### config.mk
export PLATFORM = sky130hd
export DESIGN_NAME = otf_overtemp_timer_fan_config
export DESIGN_NICKNAME = d
export VERILOG_FILES = /design/src/verilog/otf_overtemp_timer_fan_config.v
export VERILOG_INCLUDE_DIRS = /design/src /design/src/verilog
export SDC_FILE = /design/constraint.sdc
export NUM_CORES = 1
export LEC_CHECK = 0
export BUFFER_PORTS_ARGS = -buffer_cell sky130_fd_sc_hd__buf_2
export CAP_MARGIN = 0
export CORE_ASPECT_RATIO = 0.9
export CORE_MARGIN = 8
export CORE_UTILIZATION = 49
export DETAILED_ROUTE_END_ITERATION = 8
export PLACE_DENSITY = 0.73
export SLEW_MARGIN = 15
export SYNTH_ARGS = -nofsm -noshare
export SYNTH_HDL_FRONTEND = slang
export SYNTH_SLANG_ARGS = --single-unit
### constraint.sdc
create_clock -name clk_sys -period 14.23 [get_ports clk_sys]
set_input_delay 4.269 -clock clk_sys [delete_from_list [all_inputs] [get_ports clk_sys]]
set_output_delay 4.269 -clock clk_sys [all_outputs]
set_load 0.05 [all_outputs]
### src/verilog/otf_defs.vh
// register offsets, field positions, reset values and timing counts
`ifndef OTF_DEFS_VH
`define OTF_DEFS_VH
`define OTF_IDX_TMR_STAT   8'h79
`define OTF_IDX_PPR        8'h7B
`define OTF_IDX_CFG5       8'h7C
`define OTF_IDX_CFG4       8'h7D
`define OTF_IDX_TMR_LIM    8'h7A
`define OTF_IDX_CFG3       8'h78
`define OTF_IDX_CFG1       8'h40
`define OTF_IDX_INT_STAT2  8'h42
`define OTF_IDX_INT_MASK2  8'h75
`define OTF_RST_TMR_STAT   8'h00
`define OTF_RST_PPR        8'h55
`define OTF_RST_CFG5       8'h01
`define OTF_RST_CFG4       8'h00
`define OTF_RST_TMR_LIM    8'h00
`define OTF_RST_CFG3       8'h00
`define OTF_RST_CFG1       8'h00
`define OTF_RST_INT_MASK2  8'h00
`define OTF_CFG5_MASK      8'hEF
`define OTF_CFG4_MASK      8'h2F
`define OTF_CFG1_LOCK      1
`define OTF_CFG3_TMR_EN    1
`define OTF_CFG5_SIGNED    0
`define OTF_CFG5_OFSRNG    1
`define OTF_CFG5_AUXDIR    2
`define OTF_CFG5_AUXPOL    3
`define OTF_CFG5_R1DIS     5
`define OTF_CFG5_LCDIS     6
`define OTF_CFG5_R2DIS     7
`define OTF_INT2_TMR_EVT   5
`define OTF_ROLE_FOURTH_TACHOMETER_INPUT     2'b00
`define OTF_ROLE_OVT       2'b01
`define OTF_ROLE_ALERT     2'b10
`define OTF_ROLE_AUX       2'b11
`define OTF_TICK_NS        22760000
`define OTF_CLK_NS         50
`define OTF_TICK_CYC       (`OTF_TICK_NS / `OTF_CLK_NS)
`define OTF_LIM_OFF64      8'h00
`define OTF_LIM_TWOS       8'h80
`endif

### src/verilog/otf_overtemp_timer_fan_config.v
// register bank: overtemperature assertion timer, fan pulse counts, configuration
//
// Notes on behaviour
// - status bit0 sets on assertion, clears on read
// - beyond 45.52 ms bit0 becomes count lsb
// - bits 7:1 read zero until 45.52 ms
// - reading covers 45.52 ms to 5.80 s
// - writable 8-bit limit, 22.76 ms steps
// - time over limit sets interrupt status2 bit5
// - limit zero interrupts at once on assertion
// - pulse field codes 00..11 count 1..4
// - four 2-bit fields, fan one lowest
// - config bit0 selects signed or offset-64 format
// - config bit1 selects temperature offset range
// - config bit2 sets aux pin direction
// - config bit3 sets aux pin polarity
// - config bits 5..7 zero enable channel limits
// - limit at minimum value means channel disabled
// - lock bit makes configuration read-only
// - reset values 0x55, 0x01, timer zero
// - 2-bit field selects shared pin role
// - mask bit5 suppresses alert for timer event while the pin role is overtemperature
// - config3 bit1 enables timer monitoring
//
// The APB interface to the registers was left to the implementer.
`timescale 1ns/10ps
`include "otf_defs.vh"
module otf_overtemp_timer_fan_config #(
  parameter TICK_CYC = `OTF_TICK_CYC
) (
  input  wire        clk_sys,
  input  wire        rst,
  input  wire        psel,
  input  wire        penable,
  input  wire        pwrite,
  input  wire [11:0] paddr,
  input  wire [31:0] pwdata,
  input  wire [3:0]  pstrb,
  output reg  [31:0] prdata,
  output reg         pready,
  output reg         pslverr,
  input  wire        sharedPinIn,
  output reg         sharedPinOut,
  output reg         sharedPinOe,
  input  wire [7:0]  remoteOneLimit,
  input  wire [7:0]  localLimit,
  input  wire [7:0]  remoteTwoLimit,
  output reg  [2:0]  channelLimitEnable,
  output reg  [1:0]  tachPulseCountOne,
  output reg  [1:0]  tachPulseCountTwo,
  output reg  [1:0]  tachPulseCountThree,
  output reg  [1:0]  tachPulseCountFour,
  output reg         signedTempFormat,
  output reg         offsetRangeSelect,
  output reg  [1:0]  sharedPinRole,
  output reg         overtempAsserted,
  output reg         alertOut
);
  // ----------------------------------------------------------------
  // helpers
  // ----------------------------------------------------------------
  function [2:0] pulsesCounted;
    input [1:0] code;
    begin
      pulsesCounted = {1'b0, code} + 3'd1;
    end
  endfunction

  function limitOff;
    input [7:0] lim;
    input       twos;
    begin
      limitOff = twos ? (lim == `OTF_LIM_TWOS) : (lim == `OTF_LIM_OFF64);
    end
  endfunction

  // ----------------------------------------------------------------
  // registers
  // ----------------------------------------------------------------
  reg [7:0]  tmrStatus_ff;
  reg [7:0]  tmrLimit_ff;
  reg [7:0]  ppr_ff;
  reg [7:0]  cfg5_ff;
  reg [7:0]  cfg4_ff;
  reg [7:0]  cfg3_ff;
  reg [7:0]  cfg1_ff;
  reg [7:0]  intMask2_ff;
  reg        intTmrEvt_ff;
  reg [7:0]  duration_ff;
  reg [31:0] presc_ff;
  reg [2:0]  pinSync_ff;
  reg        lineLvl_ff;
  reg        lineLvlD_ff;

  wire [7:0] idx      = paddr[9:2];
  wire       wordOk   = (paddr[1:0] == 2'b00) && (paddr[11:10] == 2'b00);
  wire       setup    = psel && !penable;
  wire       acc      = psel && penable && pready;
  wire       wrAcc    = acc && pwrite && pstrb[0] && wordOk;
  wire       rdAcc    = acc && !pwrite && wordOk;
  wire       locked   = cfg1_ff[`OTF_CFG1_LOCK];
  wire [7:0] wb       = pwdata[7:0];
  wire       roleOvt  = (cfg4_ff[1:0] == `OTF_ROLE_OVT);
  wire       roleAux  = (cfg4_ff[1:0] == `OTF_ROLE_AUX);
  wire       monOn    = cfg3_ff[`OTF_CFG3_TMR_EN] && roleOvt;
  wire       assertNow = monOn && lineLvl_ff;
  wire       rise     = assertNow && !lineLvlD_ff;
  wire       tick     = assertNow && (presc_ff == TICK_CYC - 1);
  wire       rdStatus = rdAcc && (idx == `OTF_IDX_TMR_STAT);

  reg mapped;
  always @* begin
    mapped = 1'b0;
    case (idx)
      `OTF_IDX_TMR_STAT, `OTF_IDX_TMR_LIM, `OTF_IDX_PPR, `OTF_IDX_CFG5, `OTF_IDX_CFG4,
      `OTF_IDX_CFG3, `OTF_IDX_CFG1, `OTF_IDX_INT_STAT2, `OTF_IDX_INT_MASK2: begin
        mapped = 1'b1;
      end
      default: begin
        mapped = 1'b0;
      end
    endcase
  end

  // ----------------------------------------------------------------
  // pin synchroniser, active-low overtemperature line
  // ----------------------------------------------------------------
  always @(posedge clk_sys or posedge rst) begin
    if (rst) begin
      pinSync_ff  <= 3'b111;
      lineLvl_ff  <= 1'b0;
      lineLvlD_ff <= 1'b0;
    end else begin
      pinSync_ff <= {pinSync_ff[1:0], sharedPinIn};
      if (pinSync_ff[2] == pinSync_ff[1]) begin
        lineLvl_ff  <= ~pinSync_ff[2];
      end
      lineLvlD_ff <= assertNow;
    end
  end

  // ----------------------------------------------------------------
  // assertion timer
  // ----------------------------------------------------------------
  reg [7:0] nxt_duration;
  reg [7:0] nxt_status;
  always @* begin
    nxt_duration = duration_ff;
    if (rise) begin
      nxt_duration = 8'h00;
    end else if (tick && duration_ff != 8'hFF) begin
      nxt_duration = duration_ff + 8'd1;
    end
    nxt_status = tmrStatus_ff;
    if (rdStatus) begin
      nxt_status = 8'h00;
    end
    if (assertNow) begin
      if (nxt_duration >= 8'd2) begin
        nxt_status = nxt_duration;
      end else begin
        nxt_status = {7'd0, 1'b1};
      end
    end
  end

  always @(posedge clk_sys or posedge rst) begin
    if (rst) begin
      presc_ff     <= 32'd0;
      duration_ff  <= 8'h00;
      tmrStatus_ff <= `OTF_RST_TMR_STAT;
      intTmrEvt_ff <= 1'b0;
    end else begin
      if (rise || !assertNow || tick) begin
        presc_ff <= 32'd0;
      end else begin
        presc_ff <= presc_ff + 32'd1;
      end
      duration_ff  <= nxt_duration;
      tmrStatus_ff <= nxt_status;
      if (assertNow && tmrLimit_ff == 8'h00) begin
        intTmrEvt_ff <= 1'b1;
      end else if (assertNow && duration_ff > tmrLimit_ff) begin
        intTmrEvt_ff <= 1'b1;
      end else if (rdAcc && idx == `OTF_IDX_INT_STAT2) begin
        intTmrEvt_ff <= 1'b0;
      end
    end
  end

  // ----------------------------------------------------------------
  // register writes
  // ----------------------------------------------------------------
  always @(posedge clk_sys or posedge rst) begin
    if (rst) begin
      tmrLimit_ff <= `OTF_RST_TMR_LIM;
      ppr_ff      <= `OTF_RST_PPR;
      cfg5_ff     <= `OTF_RST_CFG5;
      cfg4_ff     <= `OTF_RST_CFG4;
      cfg3_ff     <= `OTF_RST_CFG3;
      cfg1_ff     <= `OTF_RST_CFG1;
      intMask2_ff <= `OTF_RST_INT_MASK2;
    end else if (wrAcc) begin
      case (idx)
        `OTF_IDX_TMR_LIM: begin
          tmrLimit_ff <= wb;
        end
        `OTF_IDX_PPR: begin
          ppr_ff <= wb;
        end
        `OTF_IDX_CFG5: begin
          if (!locked) begin
            cfg5_ff <= wb & `OTF_CFG5_MASK;
          end
        end
        `OTF_IDX_CFG4: begin
          if (!locked) begin
            cfg4_ff <= wb & `OTF_CFG4_MASK;
          end
        end
        `OTF_IDX_CFG3: begin
          if (!locked) begin
            cfg3_ff <= wb;
          end
        end
        `OTF_IDX_CFG1: begin
          if (!locked) begin
            cfg1_ff <= wb;
          end
        end
        `OTF_IDX_INT_MASK2: begin
          intMask2_ff <= wb;
        end
        default: begin
          cfg1_ff <= cfg1_ff;
        end
      endcase
    end
  end

  // ----------------------------------------------------------------
  // apb answer, no wait states
  // ----------------------------------------------------------------
  reg [7:0] rdByte;
  always @* begin
    rdByte = 8'h00;
    case (idx)
      `OTF_IDX_TMR_STAT:  rdByte = tmrStatus_ff;
      `OTF_IDX_TMR_LIM:   rdByte = tmrLimit_ff;
      `OTF_IDX_PPR:       rdByte = ppr_ff;
      `OTF_IDX_CFG5:      rdByte = cfg5_ff;
      `OTF_IDX_CFG4:      rdByte = cfg4_ff;
      `OTF_IDX_CFG3:      rdByte = cfg3_ff;
      `OTF_IDX_CFG1:      rdByte = cfg1_ff;
      `OTF_IDX_INT_STAT2: rdByte = {2'b00, intTmrEvt_ff, 5'b00000};
      `OTF_IDX_INT_MASK2: rdByte = intMask2_ff;
      default:            rdByte = 8'h00;
    endcase
  end

  always @(posedge clk_sys or posedge rst) begin
    if (rst) begin
      pready  <= 1'b0;
      prdata  <= 32'h0000_0000;
      pslverr <= 1'b0;
    end else begin
      pready <= setup;
      if (setup) begin
        prdata  <= (pwrite || !(wordOk && mapped)) ? 32'h0000_0000 : {24'h00_0000, rdByte};
        pslverr <= !(wordOk && mapped);
      end else if (acc) begin
        pslverr <= 1'b0;
      end
    end
  end

  // ----------------------------------------------------------------
  // configuration outputs and shared pin
  // ----------------------------------------------------------------
  always @(posedge clk_sys or posedge rst) begin
    if (rst) begin
      sharedPinOut        <= 1'b0;
      sharedPinOe         <= 1'b0;
      channelLimitEnable  <= 3'b000;
      tachPulseCountOne   <= 2'b01;
      tachPulseCountTwo   <= 2'b01;
      tachPulseCountThree <= 2'b01;
      tachPulseCountFour  <= 2'b01;
      signedTempFormat    <= 1'b1;
      offsetRangeSelect   <= 1'b0;
      sharedPinRole       <= 2'b00;
      overtempAsserted    <= 1'b0;
      alertOut            <= 1'b0;
    end else begin
      tachPulseCountOne   <= ppr_ff[1:0];
      tachPulseCountTwo   <= ppr_ff[3:2];
      tachPulseCountThree <= ppr_ff[5:4];
      tachPulseCountFour  <= ppr_ff[7:6];
      signedTempFormat    <= cfg5_ff[`OTF_CFG5_SIGNED];
      offsetRangeSelect   <= cfg5_ff[`OTF_CFG5_OFSRNG];
      sharedPinRole       <= cfg4_ff[1:0];
      channelLimitEnable[0] <= !cfg5_ff[`OTF_CFG5_R1DIS] &&
                               !limitOff(remoteOneLimit, cfg5_ff[0]);
      channelLimitEnable[1] <= !cfg5_ff[`OTF_CFG5_LCDIS] &&
                               !limitOff(localLimit, cfg5_ff[0]);
      channelLimitEnable[2] <= !cfg5_ff[`OTF_CFG5_R2DIS] &&
                               !limitOff(remoteTwoLimit, cfg5_ff[0]);
      overtempAsserted    <= assertNow;
      alertOut            <= intTmrEvt_ff && !(roleOvt && intMask2_ff[`OTF_INT2_TMR_EVT]);
      sharedPinOe         <= roleAux && cfg5_ff[`OTF_CFG5_AUXDIR];
      sharedPinOut        <= !cfg5_ff[`OTF_CFG5_AUXPOL];
    end
  end
endmodule

Word-level counts from Yosys, hierarchy flattened
Cells that the tools add are included.
{"block": "totals", "reg_bits": 158, "inputBits": 78, "out_inout_bits": 53, "word_cells": 129}
{"block": "op_classes", "addsub": 2, "magnitude_cmp": 2, "eq_ne": 17, "muxes": 18, "bitwise": 2, "reduce_logical": 59}
{"op": "$eq 8x7->1 const B", "count": 9}
{"op": "$pmux 8 s9", "count": 1}
{"op": "$mux 8", "count": 6}
{"op": "$add 32x1->32 const B", "count": 1}
{"op": "$eq 32x19->1 const B", "count": 1}
{"op": "$logic_not 8->1", "count": 4}
{"op": "$mux 32", "count": 1}
{"op": "$logic_and 1x1->1", "count": 25}
{"op": "$eq 8x8->1 const B", "count": 3}
{"op": "$logic_not 1->1", "count": 13}
{"op": "$reduce_and 3->1", "count": 4}
{"op": "$mux 1", "count": 9}
{"op": "$reduce_or 9->1", "count": 1}
{"op": "$add 8x1->8 const B", "count": 1}
{"op": "$ge 8x2->1 const B", "count": 1}
{"op": "$gt 8x8->1", "count": 1}
{"op": "$ne 8x8->1 const B", "count": 1}
{"op": "$reduce_and 2->1", "count": 4}
{"op": "$logic_not 2->1", "count": 2}
{"op": "$reduce_bool 2->1", "count": 2}
{"op": "$logic_or 1x1->1", "count": 3}
{"op": "$reduce_bool 3->1", "count": 1}
{"op": "$eq 2x1->1 const B", "count": 1}
{"op": "$eq 2x2->1 const B", "count": 1}
{"op": "other kinds (3)", "count": 4}

Logic depth before layout (Yosys ltp)
{"block": "depth", "ltp_word": 10, "ltp_mapped": 9, "mapped_depth_nobuf": 9}

Worst setup path before layout
No wires, ideal clock.
{"block": "synth_path", "path_kind": "input -> register", "from": "input paddr[1]", "to": "register intMask2_ff[0]", "setup_time_ns": 0.125, "t_arrival_ns": 5.917, "path_slack_ns": 8.189, "path_stages": 5, "path_buffers": 0, "cell_sequence": "nor4_1 > nand4_1 > or2_2 > nor3_2 > mux2_2"}
{"block": "synth_via", "elab_chain_len": 4}
{"item": "start, declared", "line_no": "otf_overtemp_timer_fan_config.v:36", "text": "input wire [11:0] paddr,"}
{"item": "$logic_not 2->1", "line_no": "otf_overtemp_timer_fan_config.v:96", "text": "wire wordOk = (paddr[1:0] == 2'b00) && (paddr[11:10] == 2'b00);"}
{"item": "$logic_and 1x1->1", "line_no": "otf_overtemp_timer_fan_config.v:96"}
{"item": "$logic_and 1x1->1", "line_no": "otf_overtemp_timer_fan_config.v:99", "text": "wire wrAcc = acc && pwrite && pstrb[0] && wordOk;"}
{"item": "$reduce_and 2->1 (no source line)"}
{"item": "end signal, assigned", "line_no": "otf_overtemp_timer_fan_config.v:202", "text": "intMask2_ff <= `OTF_RST_INT_MASK2;"}
{"item": "end signal, assigned", "line_no": "otf_overtemp_timer_fan_config.v:232", "text": "intMask2_ff <= wb;"}
{"item": "end, declared", "line_no": "otf_overtemp_timer_fan_config.v:87", "text": "reg [7:0] intMask2_ff;"}
No other way between the ends.
A chain may end at the register's enable or synchronous reset.

Final worst setup path
{"block": "layout_path", "from": "input paddr[9]", "to": "register ppr_ff[3]"}
{"block": "layout_via", "elab_chain_len": 2}
{"item": "$eq 8x7->1", "line_no": "otf_overtemp_timer_fan_config.v:204", "text": "case (idx)"}
{"item": "$reduce_and 2->1 (no source line)"}
{"item": "end signal, assigned", "line_no": "otf_overtemp_timer_fan_config.v:197", "text": "ppr_ff <= `OTF_RST_PPR;"}
{"item": "end signal, assigned", "line_no": "otf_overtemp_timer_fan_config.v:209", "text": "ppr_ff <= wb;"}
{"item": "end, declared", "line_no": "otf_overtemp_timer_fan_config.v:82", "text": "reg [7:0] ppr_ff;"}
No other way between the ends.

==> metrics.csv <==
metric,value,unit
finalSetupViolCount,0,
rows,39,
io_pins,131,
root_buffer,clkbuf_16,
synth_top_area_frac,0.473,
timing.max_slew.rel_slack,0.422,
cts_tree,yes,
synthArstFlopShare,1.00,
finalSetupTns,0,ns
drc,0,
path_clk_slew,0.05,ns
rsz0062_at_grt,no,
routedWlPerCell,17.1,um
synth.avg_cell_area,11.6,sq um
synthCells,551,
track_usage,0.168,
via_per_inst,5.50,
antenna_left,0,
initialDrtViolationCount,319,
critPathMaxFanout,13,
cp-start-kind,input pin,
reg2reg_depth,8,
antenna_found_initial,0,
drtPass1Iterations,4,
postCtsResizedCells,0,
critPathCaptureType,register,
crit_type,in2reg,
powerDensity,111,nW/um^2
finalClockSkew,0.00826,ns
worstHoldStart,pinSync_ff[0],
cts_buffer_depth,2,
dr_total_vias,4472,
yosysTopAreaCell,dfrtp_1,
hold_viol,0,
slew_violations,0,
r2r-end,tmrStatus_ff[0],
area_growth,15.6,%
cts_setup_buffers,0,
cap_viol_max_count,0,
grt_max_degree,69,
die_area,17000,sq um
r2r-start,duration_ff[0],
hold_end,pinSync_ff[1],
fmax,158,MHz
yosysSeqAreaShare,0.526,
synthDistinctLibCells,61,
drive_above_1_share,0.308,
holdBufCountCts,0,
htreeDepth,4,
cts_sinks,134,
hold_path_class,reg2reg,
die_w,137,um
design.core.area,12700,sq um
p_total,0.823,mW
n_antenna_cell,0,
finalCritPeriodShare,0.444,
peakVddDrop,0.106,mV
cts_buffers,17,
dp_hpwl,10.3,mm
reg2reg_slack,11.46,ns
wl,13.9,mm
hold_depth,0,
yosys-top-cells-count,"dfrtp_1, nor2_1, mux2_2, nand2_1, buf_4",
synthTopCellsByArea,"dfrtp_1, mux2_2, dfstp_2, nor2_1, buf_4",
start_util,0.503,
grt_pass1_wl,22.8,mm
synth.most_common_cell,dfrtp_1,
clkLatencyLatePin,0.42,ns
critPathRequiredTime,14.53,ns
synthesis.area,6410,sq um
synth-warning-count,0,
p_leak,3.44,nW
arrival,6.62,ns
run_status,finished clean,
worst_slew_pin_slew,0.864,ns
post-route-min-period,6.32,ns
overflow,0,
fp.dieH,124,um
grt_pass1_vias,4513,
synth_edf_count,0,
place_congestion,0.824,
ys.flop_type,dfrtp_1,
ys_ff_latch,134,
io_buffer_count,79,
nets,724,
==> per-layer routing <==
layer	vias up	track usage	wire length, um
met1	2211	0.210	6070
met4	0	0.0562	163
met5	-	0	0
met2	136	0.270	6630
li1	2113	-	-
met3	12	0.0496	1070
==> worst max-delay path, cell delays in order <==
cell      delay, ns
buf_2          0.09
nand2b_1       0.18
or2_1          0.27
nor2_1         0.68
nand4_1        0.64
mux2_2         0.48
==> layout make-up <==
cell class,instances,area [sq um]
Clock buffer,26,479
Clock inverter,6,55.1
Fill cell,1048,5330
Inverter,21,81.3
Multi-Input combinational cell,382,2810
Sequential cell,134,3370
Tap cell,164,205
Timing Repair Buffer,80,403
==> worst max-delay path by stage <==
stage | cells past startpoint | to | startpoint | slack [ns]
6_report | 6 | ppr_ff[3] | paddr[9] | 7.91
5_1_grt | 6 | ppr_ff[3] | paddr[9] | 7.77
3_3_place_gp | 6 | ppr_ff[7] | paddr[9] | 7.57
4_1_cts | 6 | ppr_ff[1] | paddr[9] | 7.96
2_1_floorplan | 1 | alertOut | rst | 6.40
3_5_place_dp | 6 | ppr_ff[3] | paddr[9] | 7.52
==> through the flow <==
stage	hold WS, ns	utilization	setup slack, ns	cells	instance area, sq um
after detailed placement	0.347	0.540	7.52	781	6870
after CTS	0.355	0.581	7.96	813	7410
after floorplan	0.345	-	6.40	574	6490
after global routing	0.356	0.581	7.77	813	7410
after global placement	0.347	0.540	7.57	781	6870
final	0.353	0.581	7.91	813	7410
==> where the power goes <==
part	switching, mW	internal [mW]
clock network	0.149	0.248
registers	0.000857	0.383
logic	0.0333	0.00910
==> cell families (layout without fill, tap and decap cells) <==
kind of cell,after synthesis,in the layout,synth area share
buffers and inverters,58,133,0.0484
adder cells (fa/ha/maj),10,10,0.0195
multiplexers,66,66,0.125
flip-flops,134,134,0.526
other,1,24,0.000585
XOR/XNOR,36,36,0.0492
AND/OR/NAND/NOR,183,183,0.162
AO/OA/AOI/OAI,63,63,0.0693
==> placed cells by master (no fill, tap or decap), drive strengths merged, types with 2 or more instances in the layout <==
| cell | count |
|---|---|
| xor2 | 18 |
| clkbuf | 26 |
| a21oi | 7 |
| inv | 21 |
| dfrtp | 121 |
| a22o | 11 |
| mux4 | 6 |
| dfstp | 13 |
| mux2 | 51 |
| conb | 24 |
| a21o | 2 |
| a22oi | 3 |
| and3 | 6 |
| ha | 10 |
| nand2 | 30 |
| or2 | 3 |
| or4 | 2 |
| nand3 | 23 |
| mux2i | 9 |
| nand4 | 16 |
| nor4b | 3 |
| nor4 | 14 |
| a31oi | 6 |
| nor2 | 57 |
| nor3 | 15 |
| buf | 80 |
| nand2b | 3 |
| a221o | 6 |
| nor2b | 2 |
| o21ai | 16 |
| xnor2 | 18 |
| o21a | 2 |
| or3 | 3 |
| and4 | 3 |
| clkinv | 5 |
==> state kept, by name (all words and copies together) (netlist names), 2 cells and up <==
name                 cells
intMask2_ff              8
duration_ff              8
pinSync_ff               3
tachPulseCountTwo        2
tmrLimit_ff              8
presc_ff                32
cfg1_ff                  8
cfg4_ff                  5
cfg5_ff                  7
sharedPinRole            2
tachPulseCountOne        2
tachPulseCountFour       2
cfg3_ff                  8
ppr_ff                   8
tmrStatus_ff             8
prdata                   8
channelLimitEnable       3
tachPulseCountThree      2
No activity file was read; power rests on OpenSTA's default activity.
